--- config.mk ---
export PLATFORM = sky130hd
export DESIGN_NAME = psrm_device_flat
export DESIGN_NICKNAME = d
export VERILOG_FILES = /design/src/psrm_pkg.sv /design/src/psrm_link_if.sv /design/src/psrm_pulse_filter.sv /design/src/psrm_device.sv /design/src/flat_wrapper.sv
export VERILOG_INCLUDE_DIRS = /design/src
export SDC_FILE = /design/constraint.sdc
export NUM_CORES = 1
export LEC_CHECK = 0
export BUFFER_PORTS_ARGS = -buffer_cell sky130_fd_sc_hd__buf_2
export CAP_MARGIN = 20
export CORE_ASPECT_RATIO = 0.9
export CORE_MARGIN = 2
export CORE_UTILIZATION = 30
export CTS_BUF_LIST = sky130_fd_sc_hd__clkbuf_16
export CTS_CLUSTER_SIZE = 40
export DETAILED_ROUTE_END_ITERATION = 10
export GPL_ROUTABILITY_DRIVEN = 0
export REMOVE_ABC_BUFFERS = 1
export SLEW_MARGIN = 20
export SYNTH_ARGS = -nofsm -noshare
export SYNTH_HDL_FRONTEND = slang
export SYNTH_SLANG_ARGS = --single-unit
--- constraint.sdc ---
create_clock -name clk -period 1.73 [get_ports clk]
set_clock_uncertainty 0.15 [all_clocks]
set_input_delay 0.173 -clock clk [delete_from_list [all_inputs] [get_ports clk]]
set_output_delay 0.173 -clock clk [all_outputs]
set_load 0.01 [all_outputs]
--- src/psrm_regs.svh ---
// Constants for the power-state and reset manager: timing counts and encodings.
// Assumes a 125 MHz system clock; included by bare name from the package users.
`ifndef PSRM_REGS_SVH
`define PSRM_REGS_SVH

// ----------------------------------------------------------------------------
// Timing
// ----------------------------------------------------------------------------
`define PSRM_CLK_MHZ 125
`define PSRM_RST_LOW_MIN_US 214
`define PSRM_RST_LOW_CYC ((`PSRM_RST_LOW_MIN_US * `PSRM_CLK_MHZ))
`define PSRM_SUPPLY_SETTLE_MS 5
`define PSRM_SUPPLY_SETTLE_CYC ((`PSRM_SUPPLY_SETTLE_MS * 1000 * `PSRM_CLK_MHZ))
`define PSRM_OSC_MASK_CYC 1024
`define PSRM_INIT_CYC 64
`define PSRM_DRAM_IDLE_CYC 256

// ----------------------------------------------------------------------------
// Command codes on the host command port
// ----------------------------------------------------------------------------
`define PSRM_CMD_ACTIVE 2'h0
`define PSRM_CMD_STANDBY 2'h1
`define PSRM_CMD_SLEEP 2'h2
`define PSRM_CMD_POWERDOWN 2'h3

`endif

--- src/psrm_pkg.sv ---
// Types shared by both ends of the power-state and reset manager link.
// Assumes psrm_regs.svh sits in the same folder.
`default_nettype none
`include "psrm_regs.svh"

package psrm_pkg;
    // One-hot power states.
    typedef enum logic [4:0] {
        PSRM_ST_INIT = 5'h01,
        PSRM_ST_ACTIVE = 5'h02,
        PSRM_ST_STANDBY = 5'h04,
        PSRM_ST_SLEEP = 5'h08,
        PSRM_ST_PDOWN = 5'h10
    } psrm_state_e;
    typedef logic [1:0] psrm_cmd_t;
endpackage

`default_nettype wire

--- src/psrm_link_if.sv ---
// Link between the host controller and the power-state manager: reset pin and command strobe.
// Assumes one shared clock; the testbench instantiates it and joins both ends.
`default_nettype none

interface psrm_link_if;
    logic rst_pin_n;
    logic cmd_valid;
    logic [1:0] cmd_code;
    logic cmd_ready;
    modport dev (input rst_pin_n, input cmd_valid, input cmd_code, output cmd_ready);
    modport host (output rst_pin_n, output cmd_valid, output cmd_code, input cmd_ready);
endinterface

`default_nettype wire

--- src/psrm_pulse_filter.sv ---
// Low-pulse qualifier: asserts when its input has stayed low for MIN_CYC clock cycles.
// Assumes the input is synchronous to clk.
`default_nettype none

module psrm_pulse_filter #(
    parameter int MIN_CYC = 26750
) (
    input wire logic clk,       // System clock.
    input wire logic reset_n,   // Asynchronous reset, active low.
    input wire logic level_n,   // Watched level, active low.
    output logic qualified      // High while the low level has lasted MIN_CYC cycles.
);
    localparam int CW = $clog2(MIN_CYC + 1);

    initial begin
        if (MIN_CYC < 1) begin
            $error("psrm_pulse_filter: MIN_CYC must be at least one.");
        end
    end

    logic [CW-1:0] count;

    // ------------------------------------------------------------------------
    // Low-time counter
    // ------------------------------------------------------------------------
    // Count low cycles, saturating at the threshold; any high cycle restarts.
    always_ff @(posedge clk or negedge reset_n) begin
        if (!reset_n) begin
            count <= '0;
        end else if (level_n) begin
            count <= '0;
        end else if (count != CW'(MIN_CYC)) begin
            count <= count + CW'(1);
        end
    end

    assign qualified = (count == CW'(MIN_CYC));
endmodule

`default_nettype wire

--- src/psrm_device.sv ---
// Device end of the power-state and reset manager.
// Assumes the host drives the link synchronously to clk and that clk is the oscillator clock.
`default_nettype none
`include "psrm_regs.svh"

module psrm_device
    import psrm_pkg::*;
#(
    parameter int RST_LOW_CYC = `PSRM_RST_LOW_CYC,
    parameter int OSC_MASK_CYC = `PSRM_OSC_MASK_CYC,
    parameter int INIT_CYC = `PSRM_INIT_CYC,
    parameter int DRAM_IDLE_CYC = `PSRM_DRAM_IDLE_CYC
) (
    input wire logic clk,            // System clock.
    input wire logic reset_n,        // Internal power-on reset, active low.
    psrm_link_if.dev link,           // Link to the host.
    input wire logic dram_busy,      // Memory traffic present this cycle.
    output logic core_reset_n,       // Chip-wide core reset, active low.
    output logic osc_ready,          // Oscillator clock usable.
    output logic sys_clk_en,         // Core engine clock enable.
    output logic engines_en,         // Graphics, audio and touch engines enabled.
    output logic engines_rst_n,      // Core engines held in reset when low.
    output logic engines_pwr_on,     // Core engine power domain switched on.
    output logic dram_pd,            // DRAM in active power-down.
    output logic dram_self_refresh,  // DRAM in self-refresh.
    output logic ddr_if_en,          // DDR interface enabled.
    output logic pll_en,             // All PLLs enabled.
    output logic regs_clear,         // One-cycle clear of non-system registers.
    output logic pins_hold,          // Pins keep their last state.
    output logic host_if_en,         // Host command interface alive.
    output logic regulator_on,       // Internal core regulator on.
    output psrm_state_e state        // Present power state.
);
    initial begin
        if (RST_LOW_CYC < 1 || OSC_MASK_CYC < 1 || INIT_CYC < 1 || DRAM_IDLE_CYC < 1) begin
            $error("psrm_device: counts must be at least one.");
        end
    end

    localparam int OW = $clog2(OSC_MASK_CYC + INIT_CYC + 1);
    localparam int DW = $clog2(DRAM_IDLE_CYC + 1);

    logic pin_reset;
    logic chip_rst_n;
    logic [OW-1:0] boot_count;
    logic [DW-1:0] idle_count;
    psrm_state_e next_state;

    // ------------------------------------------------------------------------
    // Reset combination
    // ------------------------------------------------------------------------
    // Qualify the reset pin low time before it may reset the chip.
    psrm_pulse_filter #(.MIN_CYC(RST_LOW_CYC)) u_pin_filter (
        .clk(clk),
        .reset_n(reset_n),
        .level_n(link.rst_pin_n),
        .qualified(pin_reset)
    );

    // A qualified pin reset and power-on reset reach the same targets.
    assign chip_rst_n = reset_n & ~pin_reset;

    // Registered core reset; asserts asynchronously, releases on clock.
    always_ff @(posedge clk or negedge chip_rst_n) begin
        if (!chip_rst_n) begin
            core_reset_n <= 1'b0;
        end else begin
            core_reset_n <= 1'b1;
        end
    end

    // ------------------------------------------------------------------------
    // Oscillator mask and power-up initialization
    // ------------------------------------------------------------------------
    // Count the mask period, then the initialization period, after reset release.
    always_ff @(posedge clk or negedge core_reset_n) begin
        if (!core_reset_n) begin
            boot_count <= '0;
        end else if (boot_count != OW'(OSC_MASK_CYC + INIT_CYC)) begin
            boot_count <= boot_count + OW'(1);
        end
    end

    assign osc_ready = (boot_count >= OW'(OSC_MASK_CYC));

    // ------------------------------------------------------------------------
    // Power state machine
    // ------------------------------------------------------------------------
    // Commands are taken only once initialization has finished.
    assign link.cmd_ready = (state != PSRM_ST_INIT);

    // Choose the next state from the present one and any accepted command.
    always_comb begin
        next_state = state;
        unique case (state)
            PSRM_ST_INIT: begin
                if (boot_count == OW'(OSC_MASK_CYC + INIT_CYC)) begin
                    next_state = PSRM_ST_SLEEP;
                end
            end
            PSRM_ST_ACTIVE, PSRM_ST_STANDBY, PSRM_ST_SLEEP, PSRM_ST_PDOWN: begin
                if (link.cmd_valid) begin
                    unique case (link.cmd_code)
                        `PSRM_CMD_ACTIVE: next_state = PSRM_ST_ACTIVE;
                        `PSRM_CMD_STANDBY: next_state = PSRM_ST_STANDBY;
                        `PSRM_CMD_SLEEP: next_state = PSRM_ST_SLEEP;
                        `PSRM_CMD_POWERDOWN: next_state = PSRM_ST_PDOWN;
                    endcase
                end
            end
            default: next_state = PSRM_ST_INIT;
        endcase
    end

    // State register; same-state commands leave it as it is.
    always_ff @(posedge clk or negedge core_reset_n) begin
        if (!core_reset_n) begin
            state <= PSRM_ST_INIT;
        end else begin
            state <= next_state;
        end
    end

    // Clear non-system registers only on a genuine entry to POWERDOWN.
    always_ff @(posedge clk or negedge core_reset_n) begin
        if (!core_reset_n) begin
            regs_clear <= 1'b0;
        end else begin
            regs_clear <= (next_state == PSRM_ST_PDOWN) && (state != PSRM_ST_PDOWN);
        end
    end

    // ------------------------------------------------------------------------
    // DRAM idle timer in STANDBY
    // ------------------------------------------------------------------------
    // Count idle memory cycles; traffic or leaving STANDBY restarts the count.
    always_ff @(posedge clk or negedge core_reset_n) begin
        if (!core_reset_n) begin
            idle_count <= '0;
        end else if (state != PSRM_ST_STANDBY || dram_busy) begin
            idle_count <= '0;
        end else if (idle_count != DW'(DRAM_IDLE_CYC)) begin
            idle_count <= idle_count + DW'(1);
        end
    end

    // ------------------------------------------------------------------------
    // Per-state controls
    // ------------------------------------------------------------------------
    // Registered controls follow the state; nothing here clears retained registers.
    always_ff @(posedge clk or negedge core_reset_n) begin
        if (!core_reset_n) begin
            sys_clk_en <= 1'b0;
            engines_en <= 1'b0;
            engines_rst_n <= 1'b0;
            engines_pwr_on <= 1'b0;
            dram_pd <= 1'b0;
            dram_self_refresh <= 1'b0;
            ddr_if_en <= 1'b0;
            pll_en <= 1'b0;
            pins_hold <= 1'b0;
            host_if_en <= 1'b0;
            regulator_on <= 1'b1;
        end else begin
            sys_clk_en <= (next_state == PSRM_ST_ACTIVE);
            engines_en <= (next_state == PSRM_ST_ACTIVE);
            engines_rst_n <= (next_state != PSRM_ST_PDOWN) && (next_state != PSRM_ST_INIT);
            engines_pwr_on <= (next_state != PSRM_ST_PDOWN);
            dram_pd <= (state == PSRM_ST_STANDBY) && (next_state == PSRM_ST_STANDBY) && !dram_busy
                       && (idle_count == DW'(DRAM_IDLE_CYC));
            dram_self_refresh <= (next_state == PSRM_ST_SLEEP);
            ddr_if_en <= (next_state == PSRM_ST_ACTIVE) || (next_state == PSRM_ST_STANDBY);
            pll_en <= (next_state == PSRM_ST_ACTIVE) || (next_state == PSRM_ST_STANDBY);
            pins_hold <= (next_state == PSRM_ST_STANDBY) || (next_state == PSRM_ST_SLEEP);
            host_if_en <= (next_state != PSRM_ST_INIT);
            regulator_on <= 1'b1;
        end
    end
endmodule

`default_nettype wire

--- src/flat_wrapper.sv ---
// flat-port wrapper written by rule: the top's interface ports become plain ports
module psrm_device_flat import psrm_pkg::*;
#(
    parameter int RST_LOW_CYC = `PSRM_RST_LOW_CYC,
    parameter int OSC_MASK_CYC = `PSRM_OSC_MASK_CYC,
    parameter int INIT_CYC = `PSRM_INIT_CYC,
    parameter int DRAM_IDLE_CYC = `PSRM_DRAM_IDLE_CYC
)
  (clk, reset_n, dram_busy, core_reset_n, osc_ready, sys_clk_en, engines_en, engines_rst_n, engines_pwr_on, dram_pd, dram_self_refresh, ddr_if_en, pll_en, regs_clear, pins_hold, host_if_en, regulator_on, state, link_rst_pin_n, link_cmd_valid, link_cmd_code, link_cmd_ready);
  psrm_link_if link_i ();
  input wire logic clk;
  input wire logic reset_n;
  input wire logic dram_busy;
  output logic core_reset_n;
  output logic osc_ready;
  output logic sys_clk_en;
  output logic engines_en;
  output logic engines_rst_n;
  output logic engines_pwr_on;
  output logic dram_pd;
  output logic dram_self_refresh;
  output logic ddr_if_en;
  output logic pll_en;
  output logic regs_clear;
  output logic pins_hold;
  output logic host_if_en;
  output logic regulator_on;
  output psrm_state_e state;
  input wire logic [$bits(link_i.rst_pin_n)-1:0] link_rst_pin_n;
  input wire logic [$bits(link_i.cmd_valid)-1:0] link_cmd_valid;
  input wire logic [$bits(link_i.cmd_code)-1:0] link_cmd_code;
  output wire logic [$bits(link_i.cmd_ready)-1:0] link_cmd_ready;
  assign link_i.rst_pin_n = link_rst_pin_n;
  assign link_i.cmd_valid = link_cmd_valid;
  assign link_i.cmd_code = link_cmd_code;
  assign link_cmd_ready = link_i.cmd_ready;
  psrm_device #(.RST_LOW_CYC(RST_LOW_CYC), .OSC_MASK_CYC(OSC_MASK_CYC), .INIT_CYC(INIT_CYC), .DRAM_IDLE_CYC(DRAM_IDLE_CYC)) u_core (.clk(clk), .reset_n(reset_n), .link(link_i), .dram_busy(dram_busy), .core_reset_n(core_reset_n), .osc_ready(osc_ready), .sys_clk_en(sys_clk_en), .engines_en(engines_en), .engines_rst_n(engines_rst_n), .engines_pwr_on(engines_pwr_on), .dram_pd(dram_pd), .dram_self_refresh(dram_self_refresh), .ddr_if_en(ddr_if_en), .pll_en(pll_en), .regs_clear(regs_clear), .pins_hold(pins_hold), .host_if_en(host_if_en), .regulator_on(regulator_on), .state(state));
endmodule
==> summary.md, run 1 <==
| Metric | Value |
|---|---|
| Final ANT Viol Nets | `0` |
| Crit path capture type | `flip-flop` |
| Layout Cells excl Fill | `399` |
| CTS Root Cell | `clkbuf_16` |
| Vias per cell | `4.91` |
| Setup TNS | `-1.02 ns` |
| Iter 0 DRT Violations | `78` |
| Power Density | `713 mW/mm2` |
| Total global routing overflow | `0` |
| CP arrival | `1.90 ns` |
| RSZ-0062 raised after global routing | `yes` |
| Reported leakage power | `0.00149 uW` |
| DRT Wirelength | `5410 um` |
| Global-route wire length before repair | `8900 um` |
| Syn Inst Count | `232` |
| Synthesized cell area | `0.00242 mm2` |
| CTS buffer count | `5` |
| Fin. Hold Viols | `0` |
| Total GRT Usage | `0.127` |
| Most frequent cells in the layout | `48 x dfrtp_1, 37 x buf_4, 25 x buf_2` |
| Input/output buffers | `25` |
| Status | `complete, but fails checks` |
| Die H | `89.2 um` |
| Crit Path Max Fanout | `5` |
| Synth cell types | `47` |
| Sequential fraction of the synthesis area | `0.518` |
| Yosys reg bits | `50` |
| Fmax | `0.537 GHz` |
| Setup WS pre-CTS | `-0.208 ns` |
| Area growth syn-to-layout | `37.6%` |
| Post-synth ARST share | `1.00` |
| Worst min path class | `input pin to flip-flop` |
| Tcrit/Tclk final | `1.08` |
| Initial core utilization | `0.304` |
| Worst vdd ir | `353 uV` |
| Max clock buf depth | `2` |
| Initial antenna violation count | `0` |
| Largest net degree at the start of global routing | `35` |
| Htree depth | `2` |
| Failing checks | `setup timing` |
| EDFF count, synth | `0` |
| CTS sink cnt | `50` |
| ANT cells | `0` |
| Final nets | `312` |
| Final worst path period need | `1.86 ns` |
| Drt pass-1 iters | `4` |
| Rows | `31` |
| Setup CP Type | `flip-flop to flip-flop` |
| Drt drc | `0` |
| IO Pins | `27` |
| Commonest non-fill, non-tap cell in the layout | `dfrtp_1` |
| Die Footprint | `0.00880 mm2` |
| Die Wd | `98.7 um` |
| Placed Cells | `385` |
| Final slew viol count | `0` |
| Final WS setup | `-0.132 ns` |
| Ys Warns | `0` |
| Avg WL per Cell | `13.6 um` |
| Routed via count | `1960` |
| CTS clk-pin slew, worst paths | `0.06 ns` |
| Setup violators final | `14` |
| Type of element launching the critical path | `flip-flop` |
| Core area | `0.00795 mm2` |
| Clock latency on the worst-skew pair | `0.28 ns` |
| HPWL after DPL | `3630 um` |
| Dominant synthesized flop cell | `dfrtp_1` |
| CTS tree | `done` |
| Share of cells above drive strength 1 | `0.390` |
| Max Cap Violations | `0` |
| Req. time, crit path | `1.77 ns` |
| Vias in the first global route | `1881` |
| Average size of a mapped cell | `10.4 um2` |
| Total power | `2370 uW` |
## power breakdown
| group | internal, uW | total (uW) | switching [uW] | leakage [uW] |
|---|---|---|---|---|
| registers | 1180 | 1180 | 6.54 | 0.000674 |
| logic | 38.4 | 103 | 65.0 | 0.000731 |
| clock network | 677 | 1090 | 411 | 0.0000836 |
## Yosys cell counts (2+ instances only)
| cell | n | area (um2) |
|---|---|---|
| and2_1 | 3 | 18.8 |
| o32ai_1 | 2 | 17.5 |
| nand3b_1 | 3 | 22.5 |
| xnor2_1 | 16 | 140 |
| or3_1 | 4 | 25.0 |
| nand2b_1 | 2 | 12.5 |
| mux2i_1 | 2 | 20.0 |
| dfrtp_1 | 49 | 1230 |
| mux2_2 | 2 | 22.5 |
| nand3_1 | 13 | 65.1 |
| buf_2 | 2 | 10.0 |
| xor2_1 | 4 | 35.0 |
| o21ai_0 | 5 | 25.0 |
| a21oi_1 | 14 | 70.1 |
| nor4_1 | 5 | 31.3 |
| nor2b_1 | 4 | 25.0 |
| nor2_1 | 16 | 60.1 |
| and3_1 | 4 | 25.0 |
| or4b_1 | 2 | 20.0 |
| clkbuf_1 | 3 | 11.3 |
| nor3_1 | 8 | 40.0 |
| nor4b_1 | 3 | 26.3 |
| ha_1 | 6 | 75.1 |
| nand4_1 | 9 | 56.3 |
| and4_1 | 3 | 26.3 |
| inv_1 | 11 | 41.3 |
| buf_4 | 3 | 22.5 |
| o41ai_1 | 2 | 17.5 |
| nand2_1 | 14 | 52.6 |
## worst max-delay path, cell delays in order (launching register included)
cell	delay (ns)
dfrtp_1	0.39
buf_6	0.12
or4b_4	0.45
o311a_4	0.17
or2_4	0.26
nor4_4	0.24
## flip-flops by register name (all words and copies together) (netlist names)
signal                     count
u_core.u_pin_filter.count     15
u_core.state                   5
u_core.regs_clear              1
u_core.pins_hold               1
u_core.engines_pwr_on          1
u_core.ddr_if_en               1
u_core.boot_count             11
u_core.host_if_en              1
u_core.dram_pd                 1
u_core.core_reset_n            1
u_core.dram_self_refresh       1
u_core.sys_clk_en              1
u_core.idle_count              9
u_core.engines_rst_n           1
## cell type report
type,count,area (um2)
inverter,11,41.3
fill,754,4620
multi-input combinational,163,1280
sequential,50,1250
clock inverter,3,40.0
clock buffer,5,125
tap,99,124
timing repair buffer,68,469
## metrics by stage
stage / utilization / hold WS (ns) / instance area [um2]
6_report: 0.419 / 0.127 / 3330
5_1_grt: 0.419 / 0.151 / 3330
4_1_cts: 0.402 / 0.105 / 3200
3_5_place_dp: 0.364 / -0.0369 / 2900
3_3_place_gp: 0.364 / -0.0428 / 2900
2_1_floorplan: - / -0.273 / 2370
## final timing paths
check | end | slack (ns) | from | depth (start not counted)
setup reg to reg | u_core.dram_pd$_DFF_PN0_ | -0.13 | u_core.state[1]$_DFF_PN0_ | 5
setup / recovery | u_core.dram_pd$_DFF_PN0_ | -0.13 | u_core.state[1]$_DFF_PN0_ | 5
hold reg to reg | u_core.idle_count[7]$_DFFE_PN0P_ | 0.20 | u_core.core_reset_n$_DFF_PN0_ | 1
hold / removal | u_core.u_pin_filter.count[8]$_DFFE_PN0P_ | 0.13 | link_rst_pin_n | 2
max in group asynchronous | u_core.core_reset_n$_DFF_PN0_ | 0.63 | u_core.u_pin_filter.count[1]$_DFFE_PN0P_ | 5
min in group asynchronous | u_core.u_pin_filter.count[9]$_DFFE_PN0P_ | 0.18 | reset_n | 2
## cell families (layout without fill, tap and decap cells)
| group | Yosys count | after routing | synth area share |
|---|---|---|---|
| fa+ha+maj | 6 | 6 | 0.0310 |
| buf+inv | 20 | 87 | 0.0398 |
| mux | 4 | 4 | 0.0176 |
| flops | 50 | 50 | 0.518 |
| simple gates | 100 | 100 | 0.238 |
| xor+xnor | 20 | 20 | 0.0724 |
| other cells | 1 | 2 | 0.00155 |
| compound gates | 31 | 31 | 0.0822 |
## metal layers
| layer | vias to the layer above | share of wire | global-route usage |
|---|---|---|---|
| met2 | 33 | 0.47 | 0.206 |
| met3 | 5 | 0.028 | 0.0250 |
| met5 | - | 0 | 0 |
| met4 | 0 | 0.010 | 0.0411 |
| met1 | 960 | 0.50 | 0.173 |
| li1 | 962 | - | - |
## what timing repair did
| action | 4_1_cts | 5_1_grt |
|---|---|---|
| endpoints found under the hold margin | 16 | 0 |
| hold buffers | 1 | 0 |
| resized for setup | 27 | 26 |
| pin swaps | 13 | 12 |
| buffers inserted | 2 | 3 |
| endpoints found under the setup margin | 21 | 27 |
Power figures use the tool's default switching activity.
==> run 2: changes to the inputs <==
CORE_UTILIZATION = 46   (was 30)
PLACE_DENSITY = 0.65   (was default)
==> summary.md, run 2 (synthesis gave the netlist of run 1 again) <==
| Metric | Value |
|---|---|
| Placed Cells | `352` |
| DRT Wirelength | `5500 um` |
| Final ANT Viol Nets | `0` |
| Clock latency on the worst-skew pair | `0.29 ns` |
| Largest net degree at the start of global routing | `22` |
| Vias per cell | `5.42` |
| Initial antenna violation count | `0` |
| Rows | `25` |
| CTS buffer count | `5` |
| RSZ-0062 raised after global routing | `yes` |
| Commonest non-fill, non-tap cell in the layout | `dfrtp_1` |
| Crit path capture type | `flip-flop` |
| Area growth syn-to-layout | `38.5%` |
| Dpl cell area | `0.00285 mm2` |
| Iter 0 DRT Violations | `111` |
| Routed via count | `2011` |
| Type of element launching the critical path | `flip-flop` |
| Worst vdd ir | `447 uV` |
| Input/output buffers | `25` |
| Htree depth | `2` |
| CTS clk-pin slew, worst paths | `0.07 ns` |
| Final nets | `316` |
| Reported leakage power | `0.00150 uW` |
| Fillcell total | `402` |
| IO Pins | `27` |
| Setup CP Type | `flip-flop to flip-flop` |
| Biggest register | `u_core.u_pin_filter.count` |
| Total global routing overflow | `0` |
| Setup violators final | `10` |
| Max Cap Violations | `0` |
| Power Density | `709 mW/mm2` |
| FF+latch area | `0.00126 mm2` |
| Slew headroom | `0.648` |
| Multi-input logic area | `0.00131 mm2` |
| Fin. Hold Viols | `0` |
| CTS tree | `done` |
| Global-route wire length before repair | `8910 um` |
| Die Wd | `80.5 um` |
| CTS Root Cell | `clkbuf_16` |
| Crit Path Max Fanout | `5` |
| Req. time, crit path | `1.80 ns` |
| Worst-margin pin slew | `0.528 ns` |
| Die H | `72.8 um` |
| Layout Cells excl Fill | `371` |
| Fmax | `0.552 GHz` |
| Final slew viol count | `0` |
| Avg WL per Cell | `14.8 um` |
| Drt drc | `0` |
| Share of cells above drive strength 1 | `0.408` |
| Final instance area | `0.00335 mm2` |
| HPWL after DPL | `3420 um` |
| CTS sink cnt | `50` |
| Most frequent cells in the layout | `45 x dfrtp_1, 42 x buf_4, 25 x buf_2` |
| ANT cells | `0` |
| Biggest regs | `u_core.u_pin_filter.count: 15 flops, u_core.boot_count: 11 flops, u_core.idle_count: 9 flops` |
| Status | `complete, but fails checks` |
| CP arrival | `1.88 ns` |
| Max clock buf depth | `2` |
| Tcrit/Tclk final | `1.05` |
| Max reg flops | `15` |
| Worst min path class | `input pin to flip-flop` |
| Final worst path period need | `1.81 ns` |
| Total GRT Usage | `0.198` |
| Failing checks | `setup timing` |
| Core area | `0.00516 mm2` |
| Vias in the first global route | `1979` |
| Final WS setup | `-0.0812 ns` |
| Initial core utilization | `0.469` |
| Drt pass-1 iters | `4` |
| Die Footprint | `0.00586 mm2` |
==> run 2: worst paths after layout <==
path | from | endpoint | slack [ns] | cells past startpoint
worst max-delay path | u_core.state[2]$_DFF_PN0_ | u_core.ddr_if_en$_DFF_PN0_ | -0.08 | 5
worst min-delay path | link_rst_pin_n | u_core.u_pin_filter.count[9]$_DFFE_PN0P_ | 0.11 | 2
worst max register to register | u_core.state[2]$_DFF_PN0_ | u_core.ddr_if_en$_DFF_PN0_ | -0.08 | 5
worst min register to register | u_core.core_reset_n$_DFF_PN0_ | u_core.idle_count[0]$_DFFE_PN0P_ | 0.17 | 1
max in group asynchronous | u_core.u_pin_filter.count[1]$_DFFE_PN0P_ | u_core.core_reset_n$_DFF_PN0_ | 0.65 | 5
min in group asynchronous | reset_n | u_core.u_pin_filter.count[9]$_DFFE_PN0P_ | 0.17 | 2
==> run 2: critical path: stages (launching register included) <==
cell,delay (ns)
dfrtp_1,0.42
or4b_4,0.54
o311a_4,0.14
or2_4,0.27
buf_6,0.14
a21oi_2,0.09
==> run 2: routing by layer <==
layer  global-route usage  vias up  part of all wire
met1                0.259      998              0.46
met5                    0        -                 0
met2                0.331       39              0.50
met4               0.0640        0             0.017
li1                     -      964                 -
met3               0.0384       10             0.028
==> run 2: layout make-up <==
class / instances / share of cell area
Inverter: 11 / 0.0123
Multi-Input combinational cell: 163 / 0.391
Clock buffer: 5 / 0.0373
Clock inverter: 3 / 0.0112
Tap cell: 67 / 0.0250
Sequential cell: 50 / 0.375
Timing Repair Buffer: 72 / 0.148
==> run 2: timing repair <==
item                                    CTS  global route
hold buffers                              1             0
endpoints found under the hold margin    16             0
gates resized for setup                  24            34
endpoints found under the setup margin   22            29
pin swaps                                14            14
buffers inserted                          3             8
==> run 2: power by group <==
group | internal [uW] | switching, uW | leakage (uW)
logic | 35.9 | 66.6 | 0.000751
clock network | 672 | 420 | 0.0000826
registers | 1180 | 5.94 | 0.000669
==> run 2: per-stage QoR <==
stage	util	total power [uW]	hold WS, ns	setup TNS (ns)	worst slack, ns
after CTS	0.612	2390	0.103	-0.625	-0.112
after global routing	0.649	2460	0.136	-1.66	-0.143
final	0.649	2380	0.109	-0.565	-0.0812
after global placement	0.552	1290	-0.0463	-1.30	-0.142
after detailed placement	0.552	1290	-0.0414	-1.91	-0.183
after floorplan	-	1240	-0.273	-0.864	-0.219
==> run 3: changes to the inputs <==
CORE_UTILIZATION = 50   (was 46)
PLACE_DENSITY = 0.7   (was 0.65)
SYNTH_HIERARCHICAL = 1   (was default)
==> summary.md, run 3 <==
| Metric | Value |
|---|---|
| Iter 0 DRT Violations | `141` |
| Final slew viol count | `0` |
| Clock latency on the worst-skew pair | `0.29 ns` |
| Req. time, crit path | `1.80 ns` |
| Final nets | `315` |
| Final ANT Viol Nets | `0` |
| Crit path capture type | `flip-flop` |
| Total global routing overflow | `0` |
| Vias in the first global route | `1929` |
| Die Wd | `79.1 um` |
| Biggest register | `u_core/u_pin_filter/count` |
| Final worst path period need | `1.72 ns` |
| HPWL after DPL | `3640 um` |
| Worst min path class | `input pin to flip-flop` |
| Die Footprint | `0.00567 mm2` |
| Largest net degree at the start of global routing | `35` |
| Average size of a mapped cell | `10.7 um2` |
| CTS clk-pin slew, worst paths | `0.07 ns` |
| Worst path max stage delay | `0.47 ns` |
| Biggest regs | `u_core/u_pin_filter/count: 15 flops, u_core/boot_count: 11 flops, u_core/idle_count: 9 flops` |
| Comb pwr share | `0.038` |
| IO Pins | `27` |
| Placed Cells | `356` |
| Ys Warns | `6` |
| Top cells by area, synth | `dfrtp_1 48%, xnor2_1 4.5%, nand3_1 3.5%` |
| Dominant cell by count in the synthesized netlist | `dfrtp_1` |
| Initial antenna violation count | `0` |
| Input/output buffers | `25` |
| Drt pass-1 iters | `4` |
| Dominant synthesized flop cell | `dfrtp_1` |
| Synth cell types | `55` |
| CTS Root Cell | `clkbuf_16` |
| Sw Ratio | `0.207` |
| Critical-path top delay cell | `or4_1` |
| Initial core utilization | `0.522` |
| Internal | `1890 uW` |
| Post-synth top area cell | `dfrtp_1` |
| Multi-input logic area | `0.00129 mm2` |
| Routed via count | `2043` |
| Syn Inst Count | `238` |
| Max reg flops | `15` |
| Setup TNS | `0 ns` |
| FF+latch area | `0.00126 mm2` |
| Rows | `24` |
| Setup violators final | `0` |
| CTS buffer count | `5` |
| CTS sink cnt | `50` |
| Sequential share of power | `0.497` |
| Fin. Hold Viols | `0` |
| Post-synth ARST share | `1.00` |
| Commonest non-fill, non-tap cell in the layout | `dfrtp_1` |
| CP arrival | `1.79 ns` |
| Share of cells above drive strength 1 | `0.330` |
| Max Cap Violations | `0` |
| ANT cells | `0` |
| Max clock buf depth | `2` |
| Layout Cells excl Fill | `368` |
| Vias per cell | `5.55` |
| Final instance area | `0.00329 mm2` |
| EDFF count, synth | `0` |
| Power Density | `723 mW/mm2` |
| Yosys reg bits | `50` |
| DRT Wirelength | `5280 um` |
| Die H | `71.6 um` |
| CTS tree | `done` |
| Status | `finished, final reports clean` |
| Clock power share | `0.465` |
| Crit Path Max Fanout | `5` |
| Worst vdd ir | `587 uV` |
| Dpl cell area | `0.00296 mm2` |
| Setup CP Type | `flip-flop to flip-flop` |
| Fillcell total | `400` |
| Most frequent cells after synthesis | `49 x dfrtp_1, 18 x nand3_1, 14 x nor2_1` |
| Core area | `0.00486 mm2` |
| Sequential fraction of the synthesis area | `0.493` |
| Avg WL per Cell | `14.4 um` |
| Total GRT Usage | `0.200` |
| Type of element launching the critical path | `flip-flop` |
| Fmax | `0.581 GHz` |
| Synthesized cell area | `0.00254 mm2` |
| Tcrit/Tclk final | `0.996` |
| Global-route wire length before repair | `8790 um` |
| Most frequent cells in the layout | `48 x dfrtp_1, 37 x buf_4, 25 x buf_2` |
| Area growth syn-to-layout | `29.5%` |
| Drt drc | `0` |
| Net Sw Power | `491 uW` |
| RSZ-0062 raised after global routing | `yes` |
| Htree depth | `2` |
| Top cell type's share of synthesized area | `0.483` |
| CP Cell Sequence | `inv_2 > ha_2 > and4b_1 > nand4_4 > inv_4 > or4_1 > a21oi_1` |
| Reported leakage power | `0.00150 uW` |
[run 3: changes by cell type after synthesis, moves of 3 or more]
cell / before / now
nor4b_1: 3 / 6
inv_1: 11 / 8
xnor2_1: 16 / 13
nand3_1: 13 / 18
nand2_1: 14 / 8
nand3b_1: 3 / 0
o21ai_0: 5 / 8
nand4_1: 9 / 4
[run 3: stage by stage]
stage	utilization	power, uW	setup WS [ns]	hold WS [ns]
after floorplan	-	1240	-0.0799	-0.273
after global placement	0.609	1290	-0.0285	-0.0492
after detailed placement	0.609	1290	-0.0779	-0.0472
after CTS	0.657	2410	-0.00256	0.0555
after global routing	0.676	2470	-0.0674	0.0651
final	0.676	2380	0.00743	0.0567
[run 3: final timing paths]
kind / to / start / depth (start not counted) / slack, ns
setup reg to reg: u_core/u_pin_filter/count[5]$_DFFE_PN0P_ / u_core/u_pin_filter/count[0]$_DFFE_PN0P_ / 7 / 0.007
max in group asynchronous: u_core/core_reset_n$_DFF_PN0_ / u_core/u_pin_filter/count[0]$_DFFE_PN0P_ / 7 / 0.65
setup / recovery: u_core/u_pin_filter/count[5]$_DFFE_PN0P_ / u_core/u_pin_filter/count[0]$_DFFE_PN0P_ / 7 / 0.007
min in group asynchronous: u_core/u_pin_filter/count[14]$_DFFE_PN0P_ / reset_n / 2 / 0.16
hold reg to reg: u_core/idle_count[7]$_DFFE_PN0P_ / u_core/core_reset_n$_DFF_PN0_ / 1 / 0.20
hold / removal: u_core/pll_en$_DFF_PN0_ / link_cmd_valid / 2 / 0.06
[run 3: power by group through the flow]
stage	clock, uW	combinational (uW)	sequential (uW)
after global placement	0	86.4	1200
final	1110	90.0	1180
after detailed placement	0	88.4	1200
after global routing	1180	104	1180
after floorplan	0	24.3	1220
after CTS	1140	92.7	1180
[run 3: layer usage]
metal,GRT usage,vias up,routed length (um)
met4,0.0939,0,50
met5,0,-,0
met1,0.273,999,2460
li1,-,1005,-
met3,0.0453,6,164
met2,0.306,33,2610
[run 3: what timing repair did]
action	4_1_cts	5_1_grt
pin swaps	2	4
setup endpoints to repair	14	18
hold buffers	2	0
hold endpoints to repair	17	0
gates resized for setup	10	19
setup buffers	0	2
cloned	0	0
[run 3: final cells by class]
type,instances,area share
clock buffer,5,0.0380
inverter,9,0.0110
timing repair buffer,67,0.139
clock inverter,3,0.0126
multi-input combinational,169,0.393
sequential,50,0.382
tap,65,0.0247
[run 3: cells by family after synthesis]
kind of cell	share of synthesized area
other cells	0.00148
simple gates	0.239
compound gates	0.115
buf+inv	0.0438
flops	0.493
mux	0.0163
fa+ha+maj	0.0296
xor+xnor	0.0621
[run 3: worst max-delay path, delay by kind of cell (launching register included)]
kind / cells / cell delay [ns]
AND/OR/NAND/NOR: 3 / 0.77
flip-flops: 1 / 0.36
adder cells (fa/ha/maj): 1 / 0.17
AO/OA/AOI/OAI: 1 / 0.13
buffers and inverters: 2 / 0.09
